[src/phcs_cfg.svh]
// Functional notes
// - buffer depth codes give 4,5,6,8 nibbles; reset 5
// - forced link drives enable per selected speed
// - mode 00 normal, 01 general power-down
// - general power-down plus PLL bit stops PLL
// - active sleep sends pulse every 1.4 s
// - passive sleep keeps management and energy detect
// - bit 6 auto crossover, reset from strap
// - bit 5 picks MDI or MDI-X manually
// - bit 0 set disables jabber, resets zero
// - status bit 14 shows speed
// - status bit 13 shows full duplex
// - status bit 12 latches page received
// - status bit 11 shows negotiation done
// - status bit 10 shows link up
// - status bit 8 shows MDI-X in use
// - status bit 6 shows sleep state
// - status bit 1 shows receive polarity
// - status bit 0 shows jabber present
`ifndef PHCS_CFG_SVH
`define PHCS_CFG_SVH

// register addresses on the management bus
`define PHCS_ADDR_CONTROL 5'h10
`define PHCS_ADDR_STATUS 5'h11

// control register fields
`define PHCS_CTL_DEPTH_HI 15
`define PHCS_CTL_DEPTH_LO 14
`define PHCS_CTL_FORCE 10
`define PHCS_CTL_PWR_HI 9
`define PHCS_CTL_PWR_LO 8
`define PHCS_CTL_AMDIX 6
`define PHCS_CTL_MMDIX 5
`define PHCS_CTL_PLLDIS 4
`define PHCS_CTL_JABDIS 0
`define PHCS_CTL_WMASK 16'hC771
`define PHCS_CTL_RESET 16'h4000

// status register fields
`define PHCS_STS_SPEED 14
`define PHCS_STS_DUPLEX 13
`define PHCS_STS_PAGE 12
`define PHCS_STS_ANDONE 11
`define PHCS_STS_LINK 10
`define PHCS_STS_MDIX 8
`define PHCS_STS_SLEEP 6
`define PHCS_STS_POL 1
`define PHCS_STS_JAB 0

// serial frame figures
`define PHCS_PRE_BITS 6'd32
`define PHCS_HDR_BITS 4'd12
`define PHCS_OP_READ 2'b10
`define PHCS_OP_WRITE 2'b01

// wake pulse period in active sleep
`define PHCS_CLK_KHZ 20000
`define PHCS_NLP_MS 1400
`define PHCS_NLP_CYC (`PHCS_NLP_MS * `PHCS_CLK_KHZ)

`endif

[src/phcs_pkg.sv]
package phcs_pkg;
    // power-down mode field encodings
    typedef enum logic [1:0]
    {
        PHCS_PWR_NORMAL = 2'b00,
        PHCS_PWR_GENERAL = 2'b01,
        PHCS_PWR_ACTIVE_SLEEP = 2'b10,
        PHCS_PWR_PASSIVE_SLEEP = 2'b11
    } phcs_pwr_t;

    // serial frame phases
    typedef enum logic [2:0]
    {
        PHCS_FR_PRE,
        PHCS_FR_START,
        PHCS_FR_HDR,
        PHCS_FR_TA,
        PHCS_FR_DATA
    } phcs_frame_t;

    // sleep controller states
    typedef enum logic [1:0]
    {
        PHCS_SL_AWAKE,
        PHCS_SL_ASLEEP,
        PHCS_SL_WOKEN
    } phcs_sleep_t;
endpackage : phcs_pkg

[src/phcs_regs.sv]
`timescale 1ns/1ps
`default_nettype none
`include "phcs_cfg.svh"
module phcs_regs #(
    parameter logic [4:0] PHY_ADDR = 5'h01,
    // wake pulse period; shorten in simulation
    parameter int NLP_CYC = `PHCS_NLP_CYC,
    parameter int NLP_CW = 25
) (
    input wire logic MCLK_I,
    input wire logic RST_I,
    // serial management pins
    input wire logic MDC_I,
    input wire logic MDIO_I,
    output logic MDIO_O,
    output logic MDIO_OE_O,
    // strap pin for crossover default
    input wire logic STRAP_AMDIX_I,
    // from basic mode control logic
    input wire logic BMC_SPEED100_I,
    // normal link enables from link monitors
    input wire logic LINK_EN10_I,
    input wire logic LINK_EN100_I,
    // status sources, same clock
    input wire logic SPEED100_I,
    input wire logic FULL_DUPLEX_I,
    input wire logic PAGE_RX_I,
    input wire logic AN_DONE_I,
    input wire logic LINK_UP_I,
    input wire logic MDIX_ACTIVE_I,
    input wire logic POL_POS_I,
    input wire logic JABBER_I,
    input wire logic ENERGY_I,
    // controls toward the datapath
    output logic [3:0] TX_DEPTH_O,
    output logic LINK_EN10_O,
    output logic LINK_EN100_O,
    output logic PWR_DOWN_O,
    output logic PLL_PWR_DOWN_O,
    output logic REFCLK_SEL_O,
    output logic ENERGY_DET_EN_O,
    output logic NLP_SEND_O,
    output logic AMDIX_EN_O,
    output logic MDIX_MANUAL_O,
    output logic JABBER_EN_O
);
    import phcs_pkg::*;

    ////////////////////////////////////////////////////////////////////
    // state

    typedef struct packed {
        logic [1:0] strap_s;   // strap sync chain
        logic [15:0] ctl;      // control register image
        logic [15:0] sts;      // status register image
        logic page_lh;         // latched page flag
        logic [3:0] depth;
        logic en10;
        logic en100;
        logic pd;
        logic pll_pd;
        logic refclk;
        logic ed_en;
        logic nlp;
        logic amdix;
        logic mmdix;
        logic jab_en;
    } phcs_regs_st_t;

    phcs_regs_st_t q, d;

    // management bus side
    logic bus_rd;              // read of a known register, one cycle
    logic bus_wr;              // write frame done, one cycle
    logic [4:0] bus_reg;       // register address of the frame
    logic [15:0] bus_wdata;    // write data of the frame
    logic [15:0] bus_rdata;    // read data, combinational from images
    logic bus_known;           // address belongs to this block

    // sleep controller side
    logic asleep;
    logic nlp_tick;
    logic ctl_wr;
    phcs_pwr_t pwr_mode;
    phcs_pwr_t next_mode;      // mode once a pending write lands

    ////////////////////////////////////////////////////////////////////
    // management bus slave

    phcs_mdio #(
        .PHY_ADDR(PHY_ADDR)
    ) u_mdio (
        .clk_i(MCLK_I),
        .rst_i(RST_I),
        .mdc_i(MDC_I),
        .mdio_i(MDIO_I),
        .mdio_o(MDIO_O),
        .mdio_oe_o(MDIO_OE_O),
        .rd_o(bus_rd),
        .wr_o(bus_wr),
        .reg_o(bus_reg),
        .wdata_o(bus_wdata),
        .rdata_i(bus_rdata),
        .known_i(bus_known)
    );

    // read mux; both images already hold zeros in reserved bits
    always_comb
    begin
        bus_known = (bus_reg == `PHCS_ADDR_CONTROL) || (bus_reg == `PHCS_ADDR_STATUS);
        if (bus_reg == `PHCS_ADDR_CONTROL)
            bus_rdata = q.ctl;
        else if (bus_reg == `PHCS_ADDR_STATUS)
            bus_rdata = q.sts;
        else
            bus_rdata = 16'h0000;
    end

    ////////////////////////////////////////////////////////////////////
    // sleep controller

    assign ctl_wr = bus_wr && (bus_reg == `PHCS_ADDR_CONTROL);
    assign pwr_mode = phcs_pwr_t'(q.ctl[`PHCS_CTL_PWR_HI:`PHCS_CTL_PWR_LO]);
    assign next_mode = ctl_wr ? phcs_pwr_t'(bus_wdata[`PHCS_CTL_PWR_HI:`PHCS_CTL_PWR_LO]) : pwr_mode;

    phcs_sleep #(
        .NLP_CYC(NLP_CYC),
        .CW(NLP_CW)
    ) u_sleep (
        .clk_i(MCLK_I),
        .rst_i(RST_I),
        .mode_i(next_mode),
        .mode_wr_i(ctl_wr),
        .energy_i(ENERGY_I),
        .asleep_o(asleep),
        .nlp_o(nlp_tick)
    );

    ////////////////////////////////////////////////////////////////////
    // next state of registers and decoded controls

    always_comb
    begin
        d = q;
        // strap passes two stages before use
        d.strap_s = {q.strap_s[0], STRAP_AMDIX_I};

        // control write: only defined bits take data
        if (ctl_wr)
            d.ctl = bus_wdata & `PHCS_CTL_WMASK;

        // page flag: a new page beats the clear on read
        if (PAGE_RX_I)
            d.page_lh = 1'b1;
        else if (bus_rd && (bus_reg == `PHCS_ADDR_STATUS))
            d.page_lh = 1'b0;

        // status image, reserved bits forced low
        d.sts = 16'h0000;
        d.sts[`PHCS_STS_SPEED] = SPEED100_I;
        d.sts[`PHCS_STS_DUPLEX] = FULL_DUPLEX_I;
        d.sts[`PHCS_STS_PAGE] = d.page_lh;
        d.sts[`PHCS_STS_ANDONE] = AN_DONE_I;
        d.sts[`PHCS_STS_LINK] = LINK_UP_I;
        d.sts[`PHCS_STS_MDIX] = MDIX_ACTIVE_I;
        d.sts[`PHCS_STS_SLEEP] = asleep;
        d.sts[`PHCS_STS_POL] = POL_POS_I;
        d.sts[`PHCS_STS_JAB] = JABBER_I;

        // transmit buffer depth in nibbles
        unique case (q.ctl[`PHCS_CTL_DEPTH_HI:`PHCS_CTL_DEPTH_LO])
            2'b00: d.depth = 4'h4;
            2'b01: d.depth = 4'h5;
            2'b10: d.depth = 4'h6;
            2'b11: d.depth = 4'h8;
        endcase

        // forced link asserts the enable for the chosen speed only
        if (q.ctl[`PHCS_CTL_FORCE])
        begin
            d.en10 = ~BMC_SPEED100_I;
            d.en100 = BMC_SPEED100_I;
        end
        else
        begin
            d.en10 = LINK_EN10_I;
            d.en100 = LINK_EN100_I;
        end

        // power domains; management logic is never switched off.
        // software is expected to isolate via basic control too,
        // this block does not check that it did
        d.pd = (pwr_mode == PHCS_PWR_GENERAL) || asleep;
        d.pll_pd = (pwr_mode == PHCS_PWR_GENERAL) && q.ctl[`PHCS_CTL_PLLDIS];
        d.refclk = d.pll_pd;
        // energy detect stays alive in both sleep modes
        d.ed_en = (pwr_mode == PHCS_PWR_ACTIVE_SLEEP)
                  || (pwr_mode == PHCS_PWR_PASSIVE_SLEEP);
        d.nlp = nlp_tick;

        // crossover: manual choice only matters with auto off
        d.amdix = q.ctl[`PHCS_CTL_AMDIX];
        d.mmdix = ~q.ctl[`PHCS_CTL_AMDIX] & q.ctl[`PHCS_CTL_MMDIX];

        // jabber detection enabled while the disable bit is clear
        d.jab_en = ~q.ctl[`PHCS_CTL_JABDIS];

        // synchronous reset; strap keeps sampling meanwhile
        if (RST_I)
        begin
            d.ctl = `PHCS_CTL_RESET;
            // strap default comes from the synchronised pin,
            // so hold reset at least three clocks
            d.ctl[`PHCS_CTL_AMDIX] = q.strap_s[1];
            d.sts = 16'h0000;
            d.page_lh = 1'b0;
            d.depth = 4'h5;
            d.en10 = 1'b0;
            d.en100 = 1'b0;
            d.pd = 1'b0;
            d.pll_pd = 1'b0;
            d.refclk = 1'b0;
            d.ed_en = 1'b0;
            d.nlp = 1'b0;
            d.amdix = 1'b0;
            d.mmdix = 1'b0;
            d.jab_en = 1'b1;
        end
    end

    // register the whole state
    always_ff @(posedge MCLK_I)
    begin
        q <= d;
    end

    ////////////////////////////////////////////////////////////////////
    // outputs straight from state

    assign TX_DEPTH_O = q.depth;
    assign LINK_EN10_O = q.en10;
    assign LINK_EN100_O = q.en100;
    assign PWR_DOWN_O = q.pd;
    assign PLL_PWR_DOWN_O = q.pll_pd;
    assign REFCLK_SEL_O = q.refclk;
    assign ENERGY_DET_EN_O = q.ed_en;
    assign NLP_SEND_O = q.nlp;
    assign AMDIX_EN_O = q.amdix;
    assign MDIX_MANUAL_O = q.mmdix;
    assign JABBER_EN_O = q.jab_en;
endmodule : phcs_regs
`default_nettype wire

[src/phcs_mdio.sv]
`timescale 1ns/1ps
`default_nettype none
`include "phcs_cfg.svh"
module phcs_mdio #(
    parameter logic [4:0] PHY_ADDR = 5'h01
) (
    input wire logic clk_i,
    input wire logic rst_i,
    input wire logic mdc_i,
    input wire logic mdio_i,
    output logic mdio_o,
    output logic mdio_oe_o,
    output logic rd_o,
    output logic wr_o,
    output logic [4:0] reg_o,
    output logic [15:0] wdata_o,
    input wire logic [15:0] rdata_i,
    input wire logic known_i
);
    import phcs_pkg::*;

    typedef struct packed {
        logic [2:0] mdc_s;     // clock sync chain plus edge stage
        logic [1:0] dat_s;     // data sync chain
        phcs_frame_t ph;
        logic [5:0] cnt;
        logic [15:0] sr;       // header, write data or read data
        logic [1:0] op;
        logic mine;            // frame is for us
        logic [4:0] ra;        // register address of the frame
        logic fetch;           // look up the register on the next clock
        logic rd;
        logic wr;
        logic o;
        logic oe;
    } phcs_mdio_st_t;

    phcs_mdio_st_t q, d;
    logic rise;
    logic bit_v;

    ////////////////////////////////////////////////////////////////////
    // next state: sample on each management clock rising edge
    always_comb
    begin
        d = q;
        d.mdc_s = {q.mdc_s[1:0], mdc_i};
        d.dat_s = {q.dat_s[0], mdio_i};
        d.rd = 1'b0;
        d.wr = 1'b0;
        // only the second stages and the clock edge stage feed logic
        rise = q.mdc_s[1] & ~q.mdc_s[2];
        bit_v = q.dat_s[1];
        if (rise)
        begin
            unique case (q.ph)
                PHCS_FR_PRE:
                begin
                    // a full run of ones then a zero starts a frame
                    if (bit_v)
                        d.cnt = (q.cnt == `PHCS_PRE_BITS) ? q.cnt : q.cnt + 6'd1;
                    else if (q.cnt == `PHCS_PRE_BITS)
                        d.ph = PHCS_FR_START;
                    else
                        d.cnt = 6'd0;
                end
                PHCS_FR_START:
                begin
                    d.cnt = 6'd0;
                    d.ph = bit_v ? PHCS_FR_HDR : PHCS_FR_PRE;
                end
                PHCS_FR_HDR:
                begin
                    d.sr = {q.sr[14:0], bit_v};
                    d.cnt = q.cnt + 6'd1;
                    if (q.cnt == {2'b00, `PHCS_HDR_BITS} - 6'd1)
                    begin
                        // last address bit is still on the line
                        d.op = q.sr[10:9];
                        d.mine = (q.sr[8:4] == PHY_ADDR);
                        d.ra = {q.sr[3:0], bit_v};
                        d.fetch = 1'b1;
                        d.cnt = 6'd0;
                        d.ph = PHCS_FR_TA;
                    end
                end
                PHCS_FR_TA:
                begin
                    d.cnt = q.cnt + 6'd1;
                    if (q.mine && (q.op == `PHCS_OP_READ))
                    begin
                        d.oe = 1'b1;
                        d.o = (q.cnt == 6'd0) ? 1'b0 : q.sr[15];
                        if (q.cnt != 6'd0)
                            d.sr = {q.sr[14:0], 1'b0};
                    end
                    if (q.cnt == 6'd1)
                    begin
                        d.cnt = 6'd0;
                        d.ph = PHCS_FR_DATA;
                    end
                end
                PHCS_FR_DATA:
                begin
                    d.cnt = q.cnt + 6'd1;
                    if (q.oe)
                    begin
                        d.o = q.sr[15];
                        d.sr = {q.sr[14:0], 1'b0};
                    end
                    else
                        d.sr = {q.sr[14:0], bit_v};
                    if (q.cnt == 6'd15)
                    begin
                        // frame over; preamble is always required again
                        d.oe = 1'b0;
                        d.o = 1'b0;
                        d.wr = q.mine && (q.op == `PHCS_OP_WRITE);
                        d.cnt = 6'd0;
                        d.ph = PHCS_FR_PRE;
                    end
                end
            endcase
        end
        // address now registered: look up the register images
        if (q.fetch)
        begin
            d.fetch = 1'b0;
            d.mine = q.mine && known_i;
            if (q.mine && known_i && (q.op == `PHCS_OP_READ))
            begin
                d.rd = 1'b1;
                d.sr = rdata_i;
            end
        end
        if (rst_i)
        begin
            d.ph = PHCS_FR_PRE;
            d.ra = 5'h00;
            d.fetch = 1'b0;
            d.cnt = 6'd0;
            d.sr = 16'h0000;
            d.op = 2'b00;
            d.mine = 1'b0;
            d.rd = 1'b0;
            d.wr = 1'b0;
            d.o = 1'b0;
            d.oe = 1'b0;
        end
    end

    // register the whole state
    always_ff @(posedge clk_i)
    begin
        q <= d;
    end

    assign mdio_o = q.o;
    assign mdio_oe_o = q.oe;
    assign rd_o = q.rd;
    assign wr_o = q.wr;
    assign reg_o = q.ra;
    assign wdata_o = q.sr;
endmodule : phcs_mdio
`default_nettype wire

[src/phcs_sleep.sv]
`timescale 1ns/1ps
`default_nettype none
`include "phcs_cfg.svh"
module phcs_sleep #(
    parameter int NLP_CYC = `PHCS_NLP_CYC,
    parameter int CW = 25
) (
    input wire logic clk_i,
    input wire logic rst_i,
    input wire phcs_pkg::phcs_pwr_t mode_i,
    input wire logic mode_wr_i,
    input wire logic energy_i,
    output logic asleep_o,
    output logic nlp_o
);
    import phcs_pkg::*;

    typedef struct packed {
        phcs_sleep_t st;
        logic [CW-1:0] tmr;
        logic nlp;
    } phcs_sleep_st_t;

    phcs_sleep_st_t q, d;
    logic sleep_mode;

    ////////////////////////////////////////////////////////////////////
    // sleep entry on a mode write, wake on energy from a partner
    always_comb
    begin
        d = q;
        d.nlp = 1'b0;
        sleep_mode = (mode_i == PHCS_PWR_ACTIVE_SLEEP) || (mode_i == PHCS_PWR_PASSIVE_SLEEP);
        unique case (q.st)
            PHCS_SL_AWAKE:
                if (mode_wr_i && sleep_mode)
                    d.st = PHCS_SL_ASLEEP;
            PHCS_SL_ASLEEP:
            begin
                // partner seen: power returns by itself
                if (!sleep_mode)
                    d.st = PHCS_SL_AWAKE;
                else if (energy_i)
                    d.st = PHCS_SL_WOKEN;
                // active sleep probes the wire now and then
                if ((mode_i == PHCS_PWR_ACTIVE_SLEEP) && (d.st == PHCS_SL_ASLEEP))
                begin
                    if (q.tmr == CW'(NLP_CYC - 1))
                    begin
                        d.tmr = '0;
                        d.nlp = 1'b1;
                    end
                    else
                        d.tmr = q.tmr + CW'(1);
                end
            end
            PHCS_SL_WOKEN:
                // stays up until software picks a mode again
                if (mode_wr_i)
                    d.st = sleep_mode ? PHCS_SL_ASLEEP : PHCS_SL_AWAKE;
            default:
                d.st = PHCS_SL_AWAKE;
        endcase
        if (q.st != PHCS_SL_ASLEEP)
            d.tmr = '0;
        if (rst_i)
        begin
            d.st = PHCS_SL_AWAKE;
            d.tmr = '0;
            d.nlp = 1'b0;
        end
    end

    // register the whole state
    always_ff @(posedge clk_i)
    begin
        q <= d;
    end

    assign asleep_o = (q.st == PHCS_SL_ASLEEP);
    assign nlp_o = q.nlp;
endmodule : phcs_sleep
`default_nettype wire

[config.mk]
export PLATFORM = sky130hd
export DESIGN_NAME = phcs_regs
export DESIGN_NICKNAME = d
export VERILOG_FILES = /design/src/phcs_pkg.sv /design/src/phcs_regs.sv /design/src/phcs_mdio.sv /design/src/phcs_sleep.sv
export VERILOG_INCLUDE_DIRS = /design/src
export SDC_FILE = /design/constraint.sdc
export NUM_CORES = 1
export LEC_CHECK = 0
export BUFFER_PORTS_ARGS = -buffer_cell sky130_fd_sc_hd__buf_2
export CORE_MARGIN = 2
export CORE_UTILIZATION = 45
export DETAILED_ROUTE_END_ITERATION = 10
export HOLD_SLACK_MARGIN = 0.02
export PLACE_DENSITY = 0.64
export SYNTH_ARGS = -nofsm -noshare
export SYNTH_HDL_FRONTEND = slang
export SYNTH_SLANG_ARGS = --single-unit
[constraint.sdc]
create_clock -name MCLK_I -period 3.8 [get_ports MCLK_I]
set_clock_uncertainty 0.15 [all_clocks]
set_input_delay 0.76 -clock MCLK_I [delete_from_list [all_inputs] [get_ports MCLK_I]]
set_output_delay 0.76 -clock MCLK_I [all_outputs]
set_load 0.01 [all_outputs]
==> results of run 1 <==
==> final cells by class <==
type,count,area share (%)
tap,133,3.33
clock inverter,5,1.28
inverter,15,1.13
multi-input combinational,366,45.6
timing repair buffer,37,3.96
clock buffer,11,2.83
sequential,104,41.9
==> layer usage <==
layer | part of all wire (%) | global-route usage [%] | vias up | routed length [um]
li1 | - | - | 1881 | -
met1 | 49 | 24.3 | 1696 | 4700
met2 | 45 | 27.2 | 68 | 4340
met3 | 4.0 | 3.87 | 14 | 380
met4 | 1.7 | 6.67 | 0 | 159
met5 | 0 | 0 | - | 0
==> critical path, delay by kind of cell (launching register included) <==
kind | cells | cell delay, ps
AO/OA/AOI/OAI | 2 | 730
flip-flops | 1 | 330
AND/OR/NAND/NOR | 3 | 1770
==> synth_stat cells (all sizes together), types with 7 or more instances <==
cell type	instances
o21ai	25
nand2b	11
nand3	13
nor3b	7
dfxtp	103
nand2	41
buf	12
clkbuf	21
o31ai	9
or4	11
nand4	9
nand3b	8
a211oi	10
inv	15
mux2i	25
nor2	40
or3	13
nor2b	16
a21oi	55
nor3	11
==> per-stage QoR <==
step	hold WS, ps	util, %	instances	total power (uW)	cell area, sq um
detailed placement	164	48.7	655	1180	4790
global placement	169	48.7	655	1180	4790
global route	200	50.8	671	1940	4990
floorplan	160	-	518	1160	4580
finish	184	50.8	671	1860	4990
CTS	186	50.8	671	1890	4990
==> flip-flops by register name, summed over array words and instances (netlist names), 2 cells and up <==
name / flops
u_mdio.wdata_o: 16
u_mdio.d: 3
pwr_mode: 2
u_sleep.q: 27
q: 17
u_mdio.q: 14
u_mdio.reg_o: 5
TX_DEPTH_O: 4
==> worst max path at each step <==
stage	start	to	slack, ps	cells after the start
5_1_grt	u_mdio.reg_o[1]	u_sleep.q[18]	590	5
4_1_cts	u_mdio.reg_o[1]	u_sleep.q[18]	730	5
3_5_place_dp	u_mdio.reg_o[1]	u_sleep.q[18]	750	5
3_3_place_gp	u_mdio.reg_o[1]	u_sleep.q[20]	850	5
6_report	u_mdio.reg_o[1]	u_sleep.q[18]	730	5
2_1_floorplan	u_mdio.reg_o[1]	u_sleep.q[16]	970	8
==> power breakdown <==
part	leakage [uW]	internal [uW]	switching (uW)	total (uW)
Clock	0.000100	328	379	707
Sequential	0.000845	1100	6.07	1110
Combinational	0.000868	18.9	28.5	47.4
Total	0.00181	1450	414	1860
==> logic make-up (layout without fill, tap and decap cells) <==
group | after synthesis | count (layout) | synth area share [%]
AO/OA/AOI/OAI | 120 | 120 | 15.9
XOR/XNOR | 7 | 7 | 1.34
adder cells (fa/ha/maj) | 4 | 4 | 1.09
buffers and inverters | 48 | 68 | 4.75
flip-flops | 104 | 104 | 45.7
multiplexers | 31 | 31 | 6.94
AND/OR/NAND/NOR | 204 | 204 | 24.3
==> impl_metrics.py, run 1 <==
metrics = {
    "yosys": {
        "yosys_most_used_dff": "dfxtp_1",
        "synth_nets": 539,
        "yosys_warnings": 0,
        "synth_area_leader_cell": "dfxtp_1",
        "synth-async-reset-ratio_pct": 0,
        "syn_area_sq_um": 4580,
        "syn_avg_cell_area_sq_um": 8.84,
        "synth_top_area_share_pct": 45.0,
        "synthTopCellsByArea": "dfxtp_1 (45%), a21oi_1 (5.9%), mux2i_1 (5.5%)",
        "synth-edff-count": 1,
        "yosysUniqueCellTypes": 60,
        "synthCells": 518,
        "ys_ff_latch": 104,
        "seq_area_frac_synth_pct": 45.7,
    },
    "floorplanning": {
        "dieWidth_um": 105,
        "core_area_sq_um": 9820,
        "rows": 36,
        "pin_count": 33,
        "initial_core_util_pct": 46.6,
        "die_area_sq_um": 11000,
        "die_h_um": 105,
    },
    "critical_path": {
        "r2r_start": "u_mdio.reg_o[1]",
        "arrival_ps": 3210,
        "cpPeakStageDelay_ps": 610,
        "path_max_fanout": 22,
        "r2r_cells": 5,
        "path_cells": "or4b_4 -> or4_1 -> a211o_1 -> or4_1 -> a21oi_1",
        "end_kind": "flip-flop",
        "r2r_end": "u_sleep.q[18]",
        "crit_type": "reg2reg",
        "cp-start-kind": "flip-flop",
        "worst_path_most_repeated_cell": "or4_1",
        "cp_data_required_time_ps": 3940,
        "reg2reg_setup_slack_ps": 730,
        "crit_slowest_cell": "or4_1",
    },
    "grt": {
        "overflow": 0,
        "grt_pass1_vias": 3358,
        "gr-usage-all-layers_pct": 17.7,
        "grt_pass1_wl_um": 16000,
        "grt_start_max_net_pins": 34,
        "antenna_found_initial": 0,
    },
    "layout": {
        "n_fill_cell": 970,
        "seqCellArea_sq_um": 2090,
        "multi_input_area_sq_um": 2270,
        "drive_gt1_share_pct": 13.0,
        "mostFrequentLayoutCells": "dfxtp_1 (103), a21oi_1 (54), nand2_1 (41), nor2_1 (40), buf_2 (32)",
        "final_nets": 554,
        "layout_commonest_cell": "dfxtp_1",
        "syn2layout_area_growth_pct": 8.99,
        "num_antenna_cells": 0,
    },
    "route": {
        "first_pass_iters": 4,
        "drtIter0Drc": 170,
        "ant_nets": 0,
        "avgViaCountPerCell": 5.45,
        "vias": 3659,
        "drcViolationCount": 0,
        "wl_per_cell_um": 14.3,
        "wirelength_um": 9580,
    },
    "sta": {
        "period_share_pct": 80.9,
        "hold_violations": 0,
        "setup_ws_ps": 727,
        "slew_headroom_pct": 20.2,
        "tns_ps": 0,
        "worst_slew_pin_slew_ps": 1180,
        "post-route-min-period_ps": 3070,
        "fmax_mhz": 325,
        "slew_viol_final": 0,
        "setup_viol": 0,
        "rsz0062_at_grt": "no",
    },
    "clock_network": {
        "htreeDepth": 3,
        "cts_tree": "done",
        "cts_setup_buffers": 0,
        "clkSinkCount": 104,
        "ctsRootBufferMaster": "clkbuf_8",
        "clk_pin_slew_ps": 90,
        "cts_buffers": 9,
        "cts_buffer_depth": 2,
        "post_cts_resize_count": 0,
        "clock_latency_ps": 370,
        "hold_buffers": 0,
    },
    "hold_path": {
        "hold_end": "u_mdio.bit_v",
        "worstHoldPathCells": 0,
        "hold_path.class": "reg2reg",
        "hold_path.startpoint": "u_mdio.d[39]",
    },
    "job": {
        "drv_cap": 0,
    },
    "placed_design": {
        "place.gp.congestion": 0.849,
        "port_buffers": 32,
        "place_ws_ps": 754,
        "dpl.hpwl_um": 6590,
    },
    "power": {
        "power.density_nw_per_um2": 373,
        "p_leak_uw": 0.00181,
        "ir_drop_uv": 219,
    },
    "outcome": {
        "status": "finished clean",
    },
}
Note: power is estimated with default switching activity, not from simulation.
==> run 2: changes to the inputs <==
Settings changed: ABC_AREA set to 1.
Clock period 3.8 ns to 3 ns, I/O delays scaled along.
==> run 2 against run 1 <==
Register-to-register slack better by 40 ps. Synthesized area up 13%. Fmax is 37% higher. Final cell count grew 33%. Critical path depth grew 5. First-iteration DRC count up 94%. Routed wire length is 21% higher. Largest cell class unchanged.
==> impl_metrics.py, run 2 <==
metrics = {
    "outcome": {
        "status": "finished clean",
    },
    "hold_path": {
        "hold_path.class": "reg2reg",
    },
    "yosys": {
        "seq_area_frac_synth_pct": 40.3,
        "ys_ff_latch": 104,
        "synth_top_area_share_pct": 39.7,
        "synth-async-reset-ratio_pct": 0,
        "synthCells": 726,
        "syn_area_sq_um": 5190,
        "synth-edff-count": 1,
        "yosys_warnings": 0,
        "synthTopCellsByArea": "dfxtp_1 (40%), nand2_1 (14%), nor2_1 (6.9%)",
        "yosys-top-cells-count": "nand2_1 (190), dfxtp_1 (103), nor2_1 (95)",
        "synth_most_common_cell": "nand2_1",
        "synth_area_leader_cell": "dfxtp_1",
        "yosysUniqueCellTypes": 44,
        "yosys_most_used_dff": "dfxtp_1",
        "synth_nets": 747,
        "syn_avg_cell_area_sq_um": 7.15,
    },
    "critical_path": {
        "arrival_ps": 2310,
        "cp-start-kind": "flip-flop",
        "cpPeakStageDelay_ps": 420,
        "critical-path-top-delay-family": "simple AND/OR/NAND/NOR gates",
        "path_max_fanout": 17,
        "path_buf_inv": 0,
        "worst_path_most_repeated_cell": "nor2_1",
        "end_kind": "flip-flop",
        "crit_slowest_cell": "dfxtp_1",
        "crit_type": "reg2reg",
        "path_cells": "ha_1 -> nand2_1 -> nor2_4 -> nand2_2 -> nor2_1 -> nand2_2 -> nand3_1 -> nor2_1 -> nor2_1 -> nor2_1",
        "cp_data_required_time_ps": 3080,
    },
    "route": {
        "wl_per_cell_um": 13.0,
        "drcViolationCount": 0,
        "avgViaCountPerCell": 5.08,
        "first_pass_iters": 4,
        "ant_nets": 0,
        "wirelength_um": 11600,
        "drtIter0Drc": 330,
        "vias": 4551,
    },
    "layout": {
        "num_antenna_cells": 0,
        "final_nets": 768,
        "finalInstanceArea_sq_um": 5660,
        "syn2layout_area_growth_pct": 9.06,
        "final_cells": 895,
        "regMostFlops": "u_sleep.q",
        "drive_gt1_share_pct": 15.6,
        "layout_commonest_cell": "nand2_1",
        "mostFrequentLayoutCells": "nand2_1 (190), dfxtp_1 (103), nor2_1 (95), a21oi_1 (59), inv_1 (58)",
        "largest_register_ffs": 27,
    },
    "floorplanning": {
        "die_area_sq_um": 12400,
        "dieWidth_um": 111,
        "rows": 39,
        "pin_count": 33,
        "core_area_sq_um": 11300,
        "initial_core_util_pct": 45.9,
        "die_h_um": 111,
    },
    "placed_design": {
        "placed_cell_area_sq_um": 5380,
        "place.gp.congestion": 0.901,
        "dpl.hpwl_um": 8310,
        "place_ws_ps": 384,
        "port_buffers": 32,
        "dp_cells": 879,
    },
    "clock_network": {
        "clock_latency_ps": 350,
        "clkSinkCount": 104,
        "cts_buffer_depth": 2,
        "hold_buffers": 0,
        "cts_tree": "done",
        "htreeDepth": 3,
        "cts_setup_buffers": 0,
        "ctsRootBufferMaster": "clkbuf_16",
        "clk_pin_slew_ps": 70,
        "cts_buffers": 9,
        "post_cts_resize_count": 0,
    },
    "power": {
        "p_sw_uw": 600,
        "ir_drop_uv": 391,
        "seqPwrFrac_pct": 54.1,
        "power.density_nw_per_um2": 457,
        "p_leak_uw": 0.00213,
        "p_comb_share_pct": 2.7,
        "switching_share_pct": 23.2,
        "clkPwrFrac_pct": 43.2,
        "intPower_uw": 1990,
    },
    "sta": {
        "rsz0062_at_grt": "no",
        "tns_ps": 0,
        "setup_viol": 0,
        "hold_ws_ps": 180,
        "setup_ws_ps": 764,
        "period_share_pct": 74.5,
        "post-route-min-period_ps": 2240,
        "hold_violations": 0,
        "slew_viol_final": 0,
        "worst_slew_pin_slew_ps": 1000,
        "fmax_mhz": 447,
        "slew_headroom_pct": 32.8,
    },
    "job": {
        "drv_cap": 0,
    },
    "grt": {
        "antenna_found_initial": 0,
        "overflow": 0,
        "grt_pass1_wl_um": 20200,
        "gr-usage-all-layers_pct": 19.4,
        "grt_pass1_vias": 4356,
        "grt_start_max_net_pins": 37,
    },
}
==> run 2: changes by cell type after synthesis, sizes merged, moves of 9 or more <==
cell,previous run,this run
nand2,41,201
nor2b,16,0
a211oi,10,0
nand3,13,66
or4,11,0
nand2b,11,0
clkbuf,21,5
mux2i,25,0
or3,13,0
xor2,2,11
nor2,40,108
o21ai,25,35
inv,15,71
a21oi,55,65
==> run 2: layout make-up <==
| type | count | area (sq um) |
|---|---|---|
| clock buffer | 9 | 225 |
| clock inverter | 7 | 56.3 |
| multi-input combinational | 525 | 2660 |
| sequential | 104 | 2090 |
| fill | 1118 | 5660 |
| inverter | 72 | 273 |
| timing repair buffer | 35 | 183 |
| tap | 143 | 179 |
==> run 2: power by group through the flow <==
stage	clock, uW	combinational, uW	sequential (uW)
2_1_floorplan	0	42.7	1430
3_3_place_gp	0	69.3	1430
3_5_place_dp	0	70.1	1430
4_1_cts	1140	70.0	1400
5_1_grt	1180	79.3	1400
6_report	1120	69.6	1400
==> run 2: layer usage <==
layer	up-vias	share of wire, %	wire, um	global-route usage, %
met5	-	0	0	0
met4	0	1.2	136	6.17
met3	15	3.8	441	3.54
met2	76	47	5490	32.8
met1	2098	48	5560	25.3
li1	2362	-	-	-
==> run 2: worst paths after layout <==
check	from	end	slack (ps)	cells after the start
setup / recovery	u_sleep.q[1]	u_sleep.q[25]	760	10
hold / removal	u_mdio.d[41]	u_mdio.d[42]	180	0
hold reg to reg	u_mdio.d[41]	u_mdio.d[42]	180	0
setup reg to reg	u_sleep.q[1]	u_sleep.q[25]	760	10
==> run 2: cell families (layout without fill, tap and decap cells) <==
logic type	count (synthesis)	in the layout	share of synthesized area (%)
AND/OR/NAND/NOR	397	397	36.0
AO/OA/AOI/OAI	109	109	11.7
XOR/XNOR	15	15	2.53
buffers and inverters	97	123	8.58
flip-flops	104	104	40.3
adder cells (fa/ha/maj)	4	4	0.964
==> run 2: through the flow <==
| stage | total power (uW) | util, % |
|---|---|---|
| after CTS | 2610 | 50.0 |
| after global routing | 2670 | 50.0 |
| after global placement | 1500 | 47.5 |
| after detailed placement | 1500 | 47.5 |
| final | 2590 | 50.0 |
| after floorplan | 1480 | - |
==> run 3: changes to the inputs <==
Settings changed: PLACE_DENSITY 0.64 to 0.66.
Clock period 3 ns to 1.8 ns, I/O delays scaled along.
==> run 3 against run 2 <==
Largest cell class unchanged. Non-clock buffer count up 59. Sequential power grew 67%. Clock-buffer cell count is 3 higher.
==> impl_metrics.py, run 3 (synthesis gave the netlist of run 2 again) <==
metrics = {
    "sta": {
        "period_share_pct": 97.6,
        "slew_viol_final": 0,
        "tns_ps": 0,
        "worst_slew_pin_slew_ps": 538,
        "setup_viol": 0,
        "slew_headroom_pct": 64.1,
        "fmax_mhz": 569,
        "hold_ws_ps": 41.9,
        "hold_violations": 0,
        "post-route-min-period_ps": 1760,
        "rsz0062_at_grt": "yes",
    },
    "grt": {
        "grt_pass1_wl_um": 21100,
        "antenna_found_initial": 0,
        "grt_pass1_vias": 4546,
        "gr-usage-all-layers_pct": 20.9,
        "met1_usage_pct": 25.0,
        "grt_util_met3_pct": 5.33,
        "overflow": 0,
        "grt.busiest_layer": "met2",
        "grt.met2_usage_pct": 36.0,
        "grt_start_max_net_pins": 37,
    },
    "clock_network": {
        "clk_pin_slew_ps": 70,
        "cts_buffers": 9,
        "clock_latency_ps": 360,
        "cts_buffer_depth": 2,
        "cts_tree": "done",
        "ctsRootBufferMaster": "clkbuf_16",
        "htreeDepth": 3,
        "clkSinkCount": 104,
    },
    "outcome": {
        "status": "finished clean",
    },
    "layout": {
        "num_antenna_cells": 0,
        "regMostFlops": "u_sleep.q",
        "mostFrequentLayoutCells": "nand2_1 (183), dfxtp_1 (98), nor2_1 (88), inv_1 (58), a21oi_1 (58)",
        "drive_gt1_share_pct": 24.1,
        "final_nets": 832,
        "largest_register_ffs": 27,
        "layout_commonest_cell": "nand2_1",
        "syn2layout_area_growth_pct": 22.0,
        "postLayoutCoreUtil_pct": 56.0,
    },
    "power": {
        "seqPwrFrac_pct": 52.1,
        "clkPwrFrac_pct": 44.8,
        "switching_share_pct": 21.8,
        "ir_drop_uv": 858,
        "p_sw_uw": 980,
        "fin_total_pwr_uw": 4490,
        "power.density_nw_per_um2": 708,
        "intPower_uw": 3510,
        "p_leak_uw": 0.00249,
        "p_comb_share_pct": 3.1,
    },
    "placed_design": {
        "port_buffers": 32,
        "place.gp.congestion": 0.867,
        "dpl.hpwl_um": 9270,
    },
    "critical_path": {
        "end_kind": "flip-flop",
        "cp_data_required_time_ps": 1870,
        "arrival_ps": 1830,
        "cp-start-kind": "flip-flop",
        "path_max_fanout": 6,
        "crit_type": "reg2reg",
    },
    "route": {
        "vias": 4958,
        "wl_per_cell_um": 13.9,
        "drcViolationCount": 0,
        "wirelength_um": 13400,
        "first_pass_iters": 5,
        "ant_nets": 0,
        "drtIter0Drc": 297,
        "avgViaCountPerCell": 5.17,
    },
    "floorplanning": {
        "pin_count": 33,
        "dieWidth_um": 111,
        "rows": 39,
        "die_area_sq_um": 12400,
        "die_h_um": 111,
        "initial_core_util_pct": 45.9,
        "core_area_sq_um": 11300,
    },
    "hold_path": {
        "hold_path.class": "in2reg",
    },
    "job": {
        "drv_cap": 0,
    },
}
## run 3: changes by cell type in the layout (fill, tap and decap cells not counted), sizes merged, moves of 2 or more
cell	change
inv	-2
clkbuf	+3
nand2	+2
buf	+56
dlygate4sd3	+3
nand3	+3
clkinvlp	-3
## run 3: metrics by stage
| stage | cell area, sq um | setup slack, ps | cells |
|---|---|---|---|
| after detailed placement | 5770 | -12.3 | 925 |
| after CTS | 6120 | 21.0 | 945 |
| after global routing | 6330 | -53.7 | 959 |
| after floorplan | 5190 | 38.4 | 726 |
| final | 6330 | 43.9 | 959 |
| after global placement | 5770 | 5.04 | 925 |
## run 3: power groups by stage
stage | Sequential (uW) | Combinational, uW | Clock, uW
final | 2340 | 141 | 2010
after global routing | 2340 | 156 | 2130
after CTS | 2340 | 135 | 2050
after detailed placement | 2390 | 129 | 0
after global placement | 2390 | 128 | 0
after floorplan | 2390 | 71.2 | 0
## run 3: repair_timing
action,CTS,global route
gates resized for setup,3,33
setup endpoints to repair,19,52
gates cloned,1,4
hold buffers,3,0
pin swaps,1,10
endpoints found under the hold margin,3,0
setup buffers,0,10
## run 3: path summary, 6_finish.rpt
path | from | end | slack [ps] | cells past startpoint
worst min register to register | u_mdio.d[41] | u_mdio.d[42] | 180 | 0
worst max-delay path | u_mdio.reg_o[4] | u_sleep.q[14] | 40 | 9
worst min-delay path | BMC_SPEED100_I | LINK_EN10_O | 40 | 2
worst max register to register | u_mdio.reg_o[4] | u_sleep.q[14] | 40 | 9
## run 3: critical path: stages, from the launching register on
cell,delay (ps)
dfxtp_2,350
inv_2,60
nor2_4,140
nand3_2,120
nor2_4,130
nand2_2,100
nand2_4,170
nand3_2,210
nand2_1,130
a21oi_1,70
## run 3: layout make-up
type | count | area, sq um
clock buffers | 12 | 246
fillers | 1085 | 4990
flip-flops and latches | 104 | 2100
well taps | 143 | 179
multi-input cells | 530 | 2810
clock inverters | 4 | 55.1
inverters | 72 | 273
repair buffers | 94 | 678
## run 3: metal layers
| metal | vias up | share of wire (%) | routed length [um] |
|---|---|---|---|
| met5 | - | 0 | 0 |
| met4 | 0 | 2.3 | 306 |
| met3 | 27 | 5.0 | 666 |
| met2 | 148 | 50 | 6630 |
| met1 | 2278 | 43 | 5760 |
| li1 | 2505 | - | - |
